$ cat src/core/dmv_defs.vh
// Register map, field positions, reset values and codes of the mode and volume block
`ifndef DMV_DEFS_VH
`define DMV_DEFS_VH

// ----------------------------------------------------------------
// Register offsets
// ----------------------------------------------------------------
`define DMV_OFS_PROGRAM_MODE_AND_HIZ  8'h40
`define DMV_OFS_PROCESSING_CONTROL    8'h46
`define DMV_OFS_DIGITAL_VOLUME        8'h4C
`define DMV_OFS_VOLUME_RAMP_CONTROL   8'h4E

// ----------------------------------------------------------------
// Reset values
// ----------------------------------------------------------------
`define DMV_RST_PROGRAM_MODE_AND_HIZ  8'h01
`define DMV_RST_PROCESSING_CONTROL    8'h01
`define DMV_RST_DIGITAL_VOLUME        8'h30
`define DMV_RST_VOLUME_RAMP_CONTROL   8'h33

// ----------------------------------------------------------------
// Field positions
// ----------------------------------------------------------------
`define DMV_BIT_LEFT_FORCE_HIGHZ      3
`define DMV_BIT_RIGHT_FORCE_HIGHZ     2
`define DMV_BIT_BUILTIN_COEF_SELECT   0
`define DMV_CTRL_READ_ZERO_MASK       8'hF9
`define DMV_RATE_INSTANT              2'h3

// ----------------------------------------------------------------
// Volume codes and step sizes in half-dB codes
// ----------------------------------------------------------------
`define DMV_VOLUME_MUTE               8'hFF
`define DMV_STEP_4DB                  8'h08
`define DMV_STEP_2DB                  8'h04
`define DMV_STEP_1DB                  8'h02
`define DMV_STEP_HALF_DB              8'h01

// ----------------------------------------------------------------
// Serial control port
// ----------------------------------------------------------------
`define DMV_I2C_DEVICE_ADDR           7'h2C
`define DMV_UNMAPPED_READ             8'h00

`endif

$ cat src/core/dmv_i2c_slave.v
// Serial control port slave: byte engine with sub-address and auto-increment
`timescale 1ns/1ps
`default_nettype none
`include "dmv_defs.vh"

module dmv_i2c_slave (
  input  wire       sys_clk,
  input  wire       srst,
  input  wire       scl_i,
  input  wire       sda_i,
  output wire       sda_oen,
  output wire [7:0] reg_addr,
  output wire       wr_stb,
  output wire [7:0] wr_data,
  input  wire [7:0] rd_data
);

  // ----------------------------------------------------------------
  // Pin synchronisers and edge detection
  // ----------------------------------------------------------------
  reg [1:0] scl_sync_reg;
  reg [1:0] sda_sync_reg;
  reg       scl_prev_reg;
  reg       sda_prev_reg;

  always @(posedge sys_clk) begin
    if (srst) begin
      scl_sync_reg <= 2'h3;
      sda_sync_reg <= 2'h3;
      scl_prev_reg <= 1'b1;
      sda_prev_reg <= 1'b1;
    end else begin
      scl_sync_reg <= {scl_sync_reg[0], scl_i};
      sda_sync_reg <= {sda_sync_reg[0], sda_i};
      scl_prev_reg <= scl_sync_reg[1];
      sda_prev_reg <= sda_sync_reg[1];
    end
  end

  wire scl_s    = scl_sync_reg[1];
  wire sda_s    = sda_sync_reg[1];
  wire scl_rise = scl_s & ~scl_prev_reg;
  wire scl_fall = ~scl_s & scl_prev_reg;
  wire start_c  = scl_s & scl_prev_reg & sda_prev_reg & ~sda_s;
  wire stop_c   = scl_s & scl_prev_reg & ~sda_prev_reg & sda_s;

  // ----------------------------------------------------------------
  // Byte state machine
  // ----------------------------------------------------------------
  localparam [4:0] ST_IDLE = 5'h01;
  localparam [4:0] ST_DEV  = 5'h02;
  localparam [4:0] ST_SUB  = 5'h04;
  localparam [4:0] ST_WR   = 5'h08;
  localparam [4:0] ST_RD   = 5'h10;

  reg [4:0] state_reg;
  reg [3:0] bit_cnt_reg;
  reg [7:0] shift_reg;
  reg [7:0] ptr_reg;
  reg       rw_reg;
  reg       oen_reg;
  reg       wr_stb_reg;

  always @(posedge sys_clk) begin
    if (srst) begin
      state_reg   <= ST_IDLE;
      bit_cnt_reg <= 4'h0;
      shift_reg   <= 8'h00;
      ptr_reg     <= 8'h00;
      rw_reg      <= 1'b0;
      oen_reg     <= 1'b1;
      wr_stb_reg  <= 1'b0;
    end else begin
      wr_stb_reg <= 1'b0;
      if (start_c) begin
        state_reg   <= ST_DEV;
        bit_cnt_reg <= 4'h0;
        oen_reg     <= 1'b1;
      end else if (stop_c) begin
        state_reg <= ST_IDLE;
        oen_reg   <= 1'b1;
      end else if (scl_rise) begin
        case (state_reg)
          ST_DEV, ST_SUB, ST_WR: begin
            if (bit_cnt_reg < 4'h8) begin
              shift_reg   <= {shift_reg[6:0], sda_s};
              bit_cnt_reg <= bit_cnt_reg + 4'h1;
            end
          end
          ST_RD: begin
            if (bit_cnt_reg == 4'h8) begin
              // A not-acknowledge from the master ends the read burst
              bit_cnt_reg <= 4'h0;
              if (sda_s) begin
                state_reg <= ST_IDLE;
              end else begin
                ptr_reg <= ptr_reg + 8'h01;
              end
            end else begin
              shift_reg   <= {shift_reg[6:0], 1'b0};
              bit_cnt_reg <= bit_cnt_reg + 4'h1;
            end
          end
          default: begin
            bit_cnt_reg <= bit_cnt_reg;
          end
        endcase
      end else if (scl_fall) begin
        case (state_reg)
          ST_DEV, ST_SUB, ST_WR: begin
            if (bit_cnt_reg == 4'h8) begin
              bit_cnt_reg <= 4'h9;
              oen_reg     <= 1'b0;
              if (state_reg == ST_DEV) begin
                rw_reg <= shift_reg[0];
                if (shift_reg[7:1] != `DMV_I2C_DEVICE_ADDR) begin
                  state_reg <= ST_IDLE;
                  oen_reg   <= 1'b1;
                end
              end else if (state_reg == ST_SUB) begin
                ptr_reg <= shift_reg;
              end else begin
                wr_stb_reg <= 1'b1;
              end
            end else if (bit_cnt_reg == 4'h9) begin
              bit_cnt_reg <= 4'h0;
              oen_reg     <= 1'b1;
              if (state_reg == ST_DEV) begin
                if (rw_reg) begin
                  state_reg <= ST_RD;
                  shift_reg <= rd_data;
                  oen_reg   <= rd_data[7];
                end else begin
                  state_reg <= ST_SUB;
                end
              end else if (state_reg == ST_SUB) begin
                state_reg <= ST_WR;
              end else begin
                ptr_reg <= ptr_reg + 8'h01;
              end
            end
          end
          ST_RD: begin
            if (bit_cnt_reg == 4'h0) begin
              shift_reg <= rd_data;
              oen_reg   <= rd_data[7];
            end else if (bit_cnt_reg < 4'h8) begin
              oen_reg <= shift_reg[7];
            end else begin
              oen_reg <= 1'b1;
            end
          end
          default: begin
            oen_reg <= 1'b1;
          end
        endcase
      end
    end
  end

  assign sda_oen  = oen_reg;
  assign reg_addr = ptr_reg;
  assign wr_stb   = wr_stb_reg;
  assign wr_data  = shift_reg;

endmodule

`default_nettype wire

$ cat src/core/dmv_mode_volume.v
// Processing mode, forced high impedance and digital volume ramp registers
`timescale 1ns/1ps
`default_nettype none
`include "dmv_defs.vh"

// What this block does
// Writing one to bit 3 of the program mode register forces the left output to high-Z.
// Writing one to bit 2 of the program mode register forces the right output to high-Z.
// With its force bit clear, a channel follows the channel state of the device control.
// A forced channel is released only by writing its force bit to zero.
// Both force bits are ignored while the output stage runs in bridged mono mode.
// The program select field picks the RAM program at 00 or ROM programs 1 to 3, reset 01.
// Bit 0 of the processing control selects ROM coefficients at one, host ones at zero.
// The volume code runs from +24 dB at 00h down to -103 dB at FEh in 0.5 dB per code.
// One volume code serves both channels, 30h is unity gain and reset, FFh mutes.
// A volume decrease updates every 1, 2 or 4 sample periods for fall rate codes 00, 01, 10.
// Fall rate code 11 skips the ramp and mutes the volume at once.
// Each fall update lowers the volume by 4, 2, 1 or 0.5 dB for step codes 00 to 11, reset 11.
// A volume increase updates every 1, 2 or 4 sample periods for rise rate codes 00, 01, 10.
// Rise rate code 11 restores the target volume at once.
// Each rise update raises the volume by 4, 2, 1 or 0.5 dB for step codes 00 to 11, reset 11.
// The ramp moves from the applied volume toward the target and stops exactly on it.
module dmv_mode_volume (
  input  wire       SYS_CLK,
  input  wire       SRST,
  input  wire       SCL_I,
  input  wire       SDA_I,
  output wire       SDA_O,
  output wire       SDA_OEN,
  input  wire       FRAME_CLK,
  input  wire       BRIDGED_MONO_MODE,
  input  wire       LEFT_STATE_HIZ,
  input  wire       RIGHT_STATE_HIZ,
  output wire       LEFT_HIZ,
  output wire       RIGHT_HIZ,
  output wire [1:0] PROGRAM_SELECT,
  output wire       BUILTIN_COEF_SELECT,
  output wire [1:0] PROCESSING_RATE,
  output wire [7:0] VOLUME_CODE,
  output wire       VOLUME_MUTE,
  output wire       VOLUME_BUSY
);

  // ----------------------------------------------------------------
  // Serial control port
  // ----------------------------------------------------------------
  wire [7:0] reg_addr;
  wire       wr_stb;
  wire [7:0] wr_data;
  reg  [7:0] rd_data;

  dmv_i2c_slave u_port (
    .sys_clk  (SYS_CLK),
    .srst     (SRST),
    .scl_i    (SCL_I),
    .sda_i    (SDA_I),
    .sda_oen  (SDA_OEN),
    .reg_addr (reg_addr),
    .wr_stb   (wr_stb),
    .wr_data  (wr_data),
    .rd_data  (rd_data)
  );

  // Open-drain line: only ever pulled low
  assign SDA_O = 1'b0;

  // ----------------------------------------------------------------
  // Register file
  // ----------------------------------------------------------------
  reg [7:0] program_mode_and_hiz_reg;
  reg [7:0] processing_control_reg;
  reg [7:0] digital_volume_reg;
  reg [7:0] volume_ramp_control_reg;

  always @(posedge SYS_CLK) begin
    if (SRST) begin
      program_mode_and_hiz_reg <= `DMV_RST_PROGRAM_MODE_AND_HIZ;
      processing_control_reg   <= `DMV_RST_PROCESSING_CONTROL;
      digital_volume_reg       <= `DMV_RST_DIGITAL_VOLUME;
      volume_ramp_control_reg  <= `DMV_RST_VOLUME_RAMP_CONTROL;
    end else if (wr_stb) begin
      case (reg_addr)
        // Force bits change only through this write
        `DMV_OFS_PROGRAM_MODE_AND_HIZ: begin
          program_mode_and_hiz_reg <= wr_data;
        end
        `DMV_OFS_PROCESSING_CONTROL: begin
          processing_control_reg <= wr_data & `DMV_CTRL_READ_ZERO_MASK;
        end
        `DMV_OFS_DIGITAL_VOLUME: begin
          digital_volume_reg <= wr_data;
        end
        `DMV_OFS_VOLUME_RAMP_CONTROL: begin
          volume_ramp_control_reg <= wr_data;
        end
        default: begin
          digital_volume_reg <= digital_volume_reg;
        end
      endcase
    end
  end

  always @* begin
    case (reg_addr)
      `DMV_OFS_PROGRAM_MODE_AND_HIZ: begin
        rd_data = program_mode_and_hiz_reg;
      end
      `DMV_OFS_PROCESSING_CONTROL: begin
        rd_data = processing_control_reg;
      end
      `DMV_OFS_DIGITAL_VOLUME: begin
        rd_data = digital_volume_reg;
      end
      `DMV_OFS_VOLUME_RAMP_CONTROL: begin
        rd_data = volume_ramp_control_reg;
      end
      default: begin
        rd_data = `DMV_UNMAPPED_READ;
      end
    endcase
  end

  wire       left_force_highz  = program_mode_and_hiz_reg[`DMV_BIT_LEFT_FORCE_HIGHZ];
  wire       right_force_highz = program_mode_and_hiz_reg[`DMV_BIT_RIGHT_FORCE_HIGHZ];
  wire [1:0] fall_update_rate  = volume_ramp_control_reg[7:6];
  wire [1:0] fall_step_size    = volume_ramp_control_reg[5:4];
  wire [1:0] rise_update_rate  = volume_ramp_control_reg[3:2];
  wire [1:0] rise_step_size    = volume_ramp_control_reg[1:0];

  // ----------------------------------------------------------------
  // Pin synchronisers
  // ----------------------------------------------------------------
  reg [1:0] frame_sync_reg;
  reg       frame_prev_reg;
  reg [1:0] mono_sync_reg;

  always @(posedge SYS_CLK) begin
    if (SRST) begin
      frame_sync_reg <= 2'h0;
      frame_prev_reg <= 1'b0;
    end else begin
      frame_sync_reg <= {frame_sync_reg[0], FRAME_CLK};
      frame_prev_reg <= frame_sync_reg[1];
    end
  end

  always @(posedge SYS_CLK) begin
    if (SRST) begin
      mono_sync_reg <= 2'h0;
    end else begin
      mono_sync_reg <= {mono_sync_reg[0], BRIDGED_MONO_MODE};
    end
  end

  // One pulse per sample period, on the rising frame clock edge
  wire fs_tick           = frame_sync_reg[1] & ~frame_prev_reg;
  wire bridged_mono_mode = mono_sync_reg[1];

  // ----------------------------------------------------------------
  // Output stage state and processing selections
  // ----------------------------------------------------------------
  // Channel index 1 is left and 0 is right
  wire [1:0] force_highz = {left_force_highz, right_force_highz};
  wire [1:0] state_hiz   = {LEFT_STATE_HIZ, RIGHT_STATE_HIZ};
  reg  [1:0] chan_hiz_reg;
  reg  [1:0] program_select_reg;
  reg        builtin_coef_select_reg;
  reg  [1:0] processing_rate_reg;

  genvar ch;
  generate
    for (ch = 0; ch < 2; ch = ch + 1) begin : g_chan
      always @(posedge SYS_CLK) begin
        if (SRST) begin
          chan_hiz_reg[ch] <= 1'b0;
        end else begin
          // Mono ignores the force bits but leaves them stored
          chan_hiz_reg[ch] <= (force_highz[ch] & ~bridged_mono_mode) | state_hiz[ch];
        end
      end
    end
  endgenerate

  always @(posedge SYS_CLK) begin
    if (SRST) begin
      program_select_reg      <= 2'h1;
      builtin_coef_select_reg <= 1'b1;
      processing_rate_reg     <= 2'h0;
    end else begin
      program_select_reg      <= program_mode_and_hiz_reg[1:0];
      builtin_coef_select_reg <= processing_control_reg[`DMV_BIT_BUILTIN_COEF_SELECT];
      processing_rate_reg     <= processing_control_reg[4:3];
    end
  end

  // ----------------------------------------------------------------
  // Volume ramp
  // ----------------------------------------------------------------
  function [7:0] step_codes;
    input [1:0] sel;
    begin
      case (sel)
        2'h0: begin
          step_codes = `DMV_STEP_4DB;
        end
        2'h1: begin
          step_codes = `DMV_STEP_2DB;
        end
        2'h2: begin
          step_codes = `DMV_STEP_1DB;
        end
        default: begin
          step_codes = `DMV_STEP_HALF_DB;
        end
      endcase
    end
  endfunction

  reg  [7:0] applied_reg;
  reg  [1:0] period_cnt_reg;
  reg  [7:0] applied_next;
  reg  [1:0] period_cnt_next;

  // A larger code is quieter, so a falling volume is a rising code
  wire       going_down = applied_reg < digital_volume_reg;
  wire       going_up   = applied_reg > digital_volume_reg;
  wire [1:0] rate_sel   = going_down ? fall_update_rate : rise_update_rate;
  wire [7:0] step       = going_down ? step_codes(fall_step_size) : step_codes(rise_step_size);
  wire [7:0] distance   = going_down ? digital_volume_reg - applied_reg
                                     : applied_reg - digital_volume_reg;
  // Last count of the period: 1, 2 or 4 sample periods
  wire [1:0] period_last = {rate_sel[1], rate_sel[1] | rate_sel[0]};

  always @* begin
    applied_next    = applied_reg;
    period_cnt_next = period_cnt_reg;
    if (!going_down && !going_up) begin
      period_cnt_next = 2'h0;
    end else if (rate_sel == `DMV_RATE_INSTANT) begin
      period_cnt_next = 2'h0;
      if (going_down) begin
        applied_next = `DMV_VOLUME_MUTE;
      end else begin
        applied_next = digital_volume_reg;
      end
    end else if (fs_tick) begin
      if (period_cnt_reg >= period_last) begin
        period_cnt_next = 2'h0;
        // Clamp on the target so a coarse step never overshoots
        if (distance <= step) begin
          applied_next = digital_volume_reg;
        end else if (going_down) begin
          applied_next = applied_reg + step;
        end else begin
          applied_next = applied_reg - step;
        end
      end else begin
        period_cnt_next = period_cnt_reg + 2'h1;
      end
    end
  end

  always @(posedge SYS_CLK) begin
    if (SRST) begin
      applied_reg    <= `DMV_RST_DIGITAL_VOLUME;
      period_cnt_reg <= 2'h0;
    end else begin
      applied_reg    <= applied_next;
      period_cnt_reg <= period_cnt_next;
    end
  end

  // ----------------------------------------------------------------
  // Outputs
  // ----------------------------------------------------------------
  assign LEFT_HIZ            = chan_hiz_reg[1];
  assign RIGHT_HIZ           = chan_hiz_reg[0];
  assign PROGRAM_SELECT      = program_select_reg;
  assign BUILTIN_COEF_SELECT = builtin_coef_select_reg;
  assign PROCESSING_RATE     = processing_rate_reg;
  // Shared by both channels; code maps at 0.5 dB per step
  assign VOLUME_CODE         = applied_reg;
  assign VOLUME_MUTE         = applied_reg == `DMV_VOLUME_MUTE;
  assign VOLUME_BUSY         = applied_reg != digital_volume_reg;

endmodule

`default_nettype wire

$ cat config.mk
export PLATFORM = sky130hd
export DESIGN_NAME = dmv_mode_volume
export DESIGN_NICKNAME = d
export VERILOG_FILES = /design/src/core/dmv_i2c_slave.v /design/src/core/dmv_mode_volume.v
export VERILOG_INCLUDE_DIRS = /design/src /design/src/core
export SDC_FILE = /design/constraint.sdc
export NUM_CORES = 1
export LEC_CHECK = 0
export BUFFER_PORTS_ARGS = -buffer_cell sky130_fd_sc_hd__clkbuf_2
export CORE_UTILIZATION = 45
export DETAILED_ROUTE_END_ITERATION = 7
export SYNTH_ARGS = -nofsm -noshare
export SYNTH_HDL_FRONTEND = slang
export SYNTH_HIERARCHICAL = 1
export SYNTH_SLANG_ARGS = --single-unit
export TNS_END_PERCENT = 5
$ cat constraint.sdc
create_clock -name SYS_CLK -period 6.3 [get_ports SYS_CLK]
set_input_delay 1.26 -clock SYS_CLK [delete_from_list [all_inputs] [get_ports SYS_CLK]]
set_output_delay 1.26 -clock SYS_CLK [all_outputs]
set_load 0.05 [all_outputs]
==> flow_metrics.tcl, run 1 <==
set metrics [dict create \
    htree_levels 3 \
    whs_ns 0.4129 \
    grt_max_degree 36 \
    num_vias 5080 \
    firstDrtPassIters 5 \
    finish.utilization_pct 51.21 \
    maxSlewHeadroom_pct 35.04 \
    status "complete, no violations" \
    yosysUniqueCellTypes 76 \
    num_antenna_cells 0 \
    clockRootBuffer "clkbuf_16" \
    synth_flop_cell "dfxtp_1" \
    setup.worst_path.end_class "register" \
    yosys.area.top_type "dfxtp_1" \
    tightest_slew_ns 0.9643 \
    die_x_um 113.7 \
    seq_area_frac_synth_pct 30.68 \
    cts_setup_buffers 0 \
    finalHoldViolCount 0 \
    reg2reg_to "VOLUME_CODE[7]" \
    dieArea_um2 12920 \
    fp.dieH_um 113.7 \
    drc_errors 0 \
    crit_type "register to register" \
    rsz0062_at_grt "false" \
    gp_congestion 0.9113 \
    ctsResizeCount 0 \
    min_period_over_period_pct 79.26 \
    grt_pass1_wl_mm 24.32 \
    arrival_ns 5.23 \
    synthCells 681 \
    ys_ff_latch 86 \
    wl_per_cell_um 16.91 \
    n_fill_cell 1172 \
    clkTransAtPathRegs_ns 0.07 \
    leakagePower_nw 2.349 \
    syn_area_um2 5612 \
    cp_data_required_time_ns 6.54 \
    clock_latency_ns 0.34 \
    post-route-min-period_ns 4.994 \
    dpl.hpwl_mm 10.97 \
    finalClockSkew_ns 0.008918 \
    avgSynthCellArea_um2 8.240 \
    antenna_found_initial 0 \
    start_kind "register" \
    power_frac_seq_pct 47.3 \
    cts_buffer_depth 2 \
    min_path_cells 1 \
    ys_warn_count 6 \
    numPortBuffers 25 \
    cts_buffers 9 \
    async_flop_share_pct 0 \
    path_max_fanout 15 \
    ir_worst_vdd_mv 0.1575 \
    num_rows 40 \
    initial_core_util_pct 46.52 \
    syn_to_final_growth_pct 10.08 \
    drtAntennaViolNets 0 \
    yosysTopAreaCellShare_pct 30.68 \
    yosysMostFrequentCell "dfxtp_1" \
    rr_worst_depth 18 \
    drv_slew 0 \
    p_switching_uw 258.3 \
    r2r_start "VOLUME_CODE[5]" \
    max_cap_viol_count 0 \
    io_pins 27 \
    drt_iter0_markers 277 \
    max_freq_ghz 0.2003 \
    routed_wl_mm 14.61 \
    grt_use_total_pct 23.62 \
    synth_edf_count 0 \
    core_um2 12060 \
    clockPowerShare_pct 49.1 \
    cts_sinks 86 \
    drive_gt1_share_pct 11.64 \
    p_sw_share_pct 22.13 \
    nNetsFinal 740 \
    gr-total-overflow 0 \
    hold_class "register to register" \
    grt_pass1_vias 4824 \
    p_comb_share_pct 3.6 \
    fin_setup_tns_ns 0 \
    internal-power_uw 909.0 \
    holdPathEnd "u_port/scl_sync_reg[1]" \
    min_from "u_port/scl_sync_reg[0]" \
    syn_nets 730 \
    viasPerCell 5.880 \
    ctsHoldBuffers 0 \
    synth.area.top_cells "dfxtp_1 31%, ha_1 8.5%, mux2i_1 6.1%, nand2_1 4.5%, a21oi_1 3.9%" \
    cts_tree "yes" \
    power_density_nw_per_um2 189.0 \
    synthTopCellsByCount "86 x dfxtp_1, 68 x nand2_1, 55 x nor2_1" \
    setup_viol 0 \
    r2r_slack_ns 1.31 \
    total_power_mw 1.167 \
]
-- cell type report --
cell class                      instances  area [um^2]  area share, %
Clock buffer                            9        225.2          3.646
Clock inverter                          7        96.34          1.560
Inverter                               46        172.7          2.795
Multi-Input combinational cell        518         3588          58.09
Sequential cell                        86         1722          27.87
Tap cell                              168        210.2          3.403
Timing Repair Buffer                   30        162.7          2.633
-- critical path: stages (launching register included) --
cell and delay, ns:
dfxtp_1 0.46, inv_1 0.08, ha_1 0.38, a211oi_1 0.30
o21bai_1 0.34, nor2_2 0.63, inv_2 0.27, nor3_1 0.21
a21oi_1 0.09, ha_1 0.31, a22oi_1 0.28, ha_1 0.29
nor2b_1 0.12, o21ai_0 0.26, a21oi_1 0.14, o41ai_1 0.33
xnor2_1 0.13, o221ai_1 0.20, nand2_1 0.07
-- power by group through the flow --
stage	logic (mW)	registers, mW	clock network, mW
2_1_floorplan	0.0296	0.565	0
3_3_place_gp	0.0407	0.564	0
3_5_place_dp	0.0415	0.564	0
4_1_cts	0.0415	0.552	0.584
5_1_grt	0.0458	0.552	0.610
6_report	0.0419	0.552	0.574
-- per-stage QoR --
stage / instances / cell area (um^2) / worst slack, ns
2_1_floorplan: 681 / 5612 / 1.840
3_3_place_gp: 848 / 5856 / 1.620
3_5_place_dp: 848 / 5856 / 1.425
4_1_cts: 864 / 6177 / 1.379
5_1_grt: 864 / 6177 / 1.064
6_report: 864 / 6177 / 1.306
-- kinds of logic after synthesis --
| kind of cell | synth area share (%) |
|---|---|
| and+or+nand+nor | 21.94 |
| AOI/OAI and AO/OA | 22.94 |
| DFF | 30.68 |
| buffers and inverters | 5.752 |
| adders and majority gates | 9.543 |
| muxes | 6.265 |
| xor gates and xnor gates | 2.809 |
| other | 0.06683 |
-- how the worst max path moves through the flow --
| stage | startpoint | endpoint | slack, ns | cells after the start |
|---|---|---|---|---|
| floorplan | VOLUME_CODE[5] | VOLUME_CODE[7] | 1.84 | 20 |
| global placement | VOLUME_CODE[5] | VOLUME_CODE[7] | 1.62 | 18 |
| detailed placement | VOLUME_CODE[5] | VOLUME_CODE[7] | 1.43 | 18 |
| CTS | VOLUME_CODE[5] | VOLUME_CODE[7] | 1.38 | 18 |
| global route | VOLUME_CODE[5] | VOLUME_CODE[7] | 1.06 | 18 |
| finish | VOLUME_CODE[5] | VOLUME_CODE[7] | 1.31 | 18 |
-- cells in the final DEF, fill, tap and decap left out, types with 5 or more instances in the layout --
master     instances
o21a_1             5
nor2_1            55
nand3_1           28
clkbuf_2          25
xor2_1             7
o211ai_1           5
ha_1              38
mux2i_1           34
nand4_1            8
or2_2              9
dfxtp_1           86
nand2b_1           6
o221ai_1           8
nor3b_1            5
a31oi_1           13
a22oi_1            8
a211oi_1          10
o21ai_0           29
nand2_1           68
xnor2_1           11
a21o_1             8
nor2b_1           18
inv_1             45
buf_4              5
a211o_1            5
o31ai_1            6
clkbuf_16          9
nor3_1            13
a21oi_1           44
-- metal layers --
metal | global-route usage, % | routed length, um | up-vias
met5 | 0 | 0 | -
met4 | 9.035 | 347 | 0
met3 | 2.922 | 484 | 27
met2 | 40.61 | 7226 | 116
met1 | 30.18 | 6553 | 2447
li1 | - | - | 2490
No activity file was read; power rests on OpenSTA's default activity.
==> run 2: changes to the inputs <==
--- a/config.mk
+++ b/config.mk
@@ -6,6 +6,7 @@
 export SDC_FILE = /design/constraint.sdc
 export NUM_CORES = 1
 export LEC_CHECK = 0
+export ABC_AREA = 1
 export BUFFER_PORTS_ARGS = -buffer_cell sky130_fd_sc_hd__clkbuf_2
 export CORE_UTILIZATION = 45
 export DETAILED_ROUTE_END_ITERATION = 7
==> constraint.sdc (replaced) <==
create_clock -name SYS_CLK -period 4.98 [get_ports SYS_CLK]
set_input_delay 0.996 -clock SYS_CLK [delete_from_list [all_inputs] [get_ports SYS_CLK]]
set_output_delay 0.996 -clock SYS_CLK [all_outputs]
set_load 0.05 [all_outputs]
==> flow_metrics.tcl, run 2 <==
set metrics [dict create \
    power_frac_seq_pct 24.2 \
    numPortBuffers 25 \
    yosys.area.top_type "dfxtp_1" \
    cts_buffers 9 \
    cts_sinks 86 \
    tightest_slew_ns 0.8014 \
    avgSynthCellArea_um2 6.709 \
    gr-total-overflow 0 \
    synthTopCellsByCount "205 x nand2_1, 129 x inv_1, 90 x nor2_1" \
    fp.dieH_um 117.2 \
    fin_setup_tns_ns 0 \
    syn_area_um2 5971 \
    regArea_um2 1722 \
    arrival_ns 4.16 \
    power_density_nw_per_um2 467.7 \
    ys_ff_latch 86 \
    status "complete, no violations" \
    drc_errors 0 \
    yosysUniqueCellTypes 50 \
    firstDrtPassIters 5 \
    htree_levels 3 \
    wl_per_cell_um 14.62 \
    num_vias 5603 \
    num_rows 41 \
    synth_edf_count 0 \
    ys_warn_count 6 \
    place_inst 1066 \
    dpl.hpwl_mm 12.14 \
    drv_slew 0 \
    num_antenna_cells 0 \
    syn_nets 939 \
    r2r_slack_ns 1.09 \
    yosysMostFrequentCell "nand2_1" \
    io_pins 27 \
    maxSlewHeadroom_pct 46.57 \
    rsz0062_at_grt "false" \
    crit_type "register to register" \
    ir_worst_vdd_mv 0.2256 \
    gp_congestion 0.9095 \
    rr_worst_depth 19 \
    cts_tree "yes" \
    n_fill_cell 1308 \
    cp_data_required_time_ns 5.25 \
    total_power_mw 3.043 \
    layout_commonest_cell "nand2_1" \
    finalHoldViolCount 0 \
    layoutNonFillerInstCount 1081 \
    drive_gt1_share_pct 11.88 \
    p_sw_share_pct 45.00 \
    antenna_found_initial 0 \
    clock_latency_ns 0.35 \
    fin_ws_ns 1.085 \
    synth.area.top_cells "dfxtp_1 29%, nand2_1 13%, inv_1 8.1%, ha_1 8.0%, o21ai_0 5.8%" \
    dieArea_um2 13730 \
    p_switching_mw 1.369 \
    initial_core_util_pct 46.74 \
    finalClockSkew_ns 0.01103 \
    grt_max_degree 38 \
    core_um2 12770 \
    drtAntennaViolNets 0 \
    nNetsFinal 954 \
    grt_pass1_vias 5120 \
    min_period_over_period_pct 78.21 \
    seq_area_frac_synth_pct 28.83 \
    path_max_fanout 17 \
    async_flop_share_pct 0 \
    post-place-ws_ns 1.095 \
    drt_iter0_markers 455 \
    synth_flop_cell "dfxtp_1" \
    max_cap_viol_count 0 \
    clockRootBuffer "clkbuf_16" \
    start_kind "register" \
    multi_input_area_um2 3608 \
    cts_buffer_depth 2 \
    setup_viol 0 \
    viasPerCell 5.183 \
    final_cell_mix "205 x nand2_1, 129 x inv_1, 90 x nor2_1, 86 x dfxtp_1, 69 x o21ai_0" \
    max_freq_ghz 0.2568 \
    clockPowerShare_pct 23.8 \
    die_x_um 117.2 \
    post-route-min-period_ns 3.895 \
    setup.worst_path.end_class "register" \
    ctsHoldBuffers 0 \
    grt_pass1_wl_mm 25.64 \
    ctsResizeCount 0 \
    grt_use_total_pct 24.56 \
    internal-power_mw 1.674 \
    hold_class "register to register" \
    synthCells 890 \
    cts_setup_buffers 0 \
    syn_to_final_growth_pct 8.990 \
    clkTransAtPathRegs_ns 0.07 \
    p_comb_share_pct 52.0 \
    leakagePower_nw 3.123 \
    yosysTopAreaCellShare_pct 28.83 \
    routed_wl_mm 15.81 \
    min_path_cells 2 \
]
run 2: cell count changes in the layout (fill, tap and decap cells not counted), moves of 9 or more:
cell / change
xnor2_1: -9
mux2i_1: -33
inv_1: +84
a21oi_1: +11
a211oi_1: -10
nand2_1: +137
nand2_2: +12
nor2b_1: -18
o21ai_0: +40
nand3_1: +21
nor2_1: +35
a31oi_1: -10
run 2: through the flow:
stage | util (%) | cell area [um^2] | hold WS (ns)
after floorplan | - | 5971 | 0.3883
after global placement | 48.45 | 6188 | 0.3897
after detailed placement | 48.45 | 6188 | 0.3955
after CTS | 50.95 | 6507 | 0.4047
after global routing | 50.95 | 6507 | 0.4129
final | 50.95 | 6507 | 0.4015
run 2: worst paths after layout:
check / start / endpoint
max: digital_volume_reg[1] / VOLUME_CODE[7]
min: frame_sync_reg[0] / frame_sync_reg[1]
max reg2reg: digital_volume_reg[1] / VOLUME_CODE[7]
min reg2reg: frame_sync_reg[0] / frame_sync_reg[1]
run 2: logic make-up after synthesis:
kind of cell    count (synthesis)  synth area share [%]
compound gates                168                 16.35
xor+xnor                       15                 2.200
fa+ha+maj                      41                 8.969
buf+inv                       159                 10.73
flops                          86                 28.83
mux                             1                0.1677
other cells                     1               0.06281
simple gates                  419                 32.69
run 2: metal layers:
layer / global-route usage [%] / part of all wire [%]
met1: 33.21 / 48
met2: 39.45 / 46
met3: 4.737 / 4.9
met4: 7.679 / 1.5
met5: 0 / 0
run 2: worst max-delay path: stages, from the launching register on:
cell and delay, ns:
dfxtp_1 0.44, inv_1 0.16, fa_1 0.45, nand3_2 0.09, nand3_2 0.12, a21oi_4 0.44, nor2_1 0.12, a32oi_1 0.24
ha_1 0.21, nand2_1 0.06, o21ai_0 0.24, ha_1 0.34, a21oi_1 0.21, o31ai_1 0.08, a21oi_1 0.16, xor2_1 0.16
nand2_1 0.06, nand3_1 0.07, nand2_1 0.05, a21oi_1 0.11
run 2: final cells by class:
type / instances / share of cell area, %
multi-input cells: 645 / 55.45
clock inverters: 6 / 1.442
inverters: 138 / 7.960
flip-flops and latches: 86 / 26.46
repair buffers: 25 / 1.923
well taps: 172 / 3.307
clock buffers: 9 / 3.461
run 2: power groups by stage:
stage          Sequential [mW]  Clock (mW)  Combinational [mW]
2_1_floorplan            0.792           0                1.24
3_3_place_gp             0.751           0                1.54
3_5_place_dp             0.754           0                1.57
4_1_cts                  0.738       0.740                1.58
5_1_grt                  0.740       0.770                1.77
6_report                 0.737       0.724                1.58
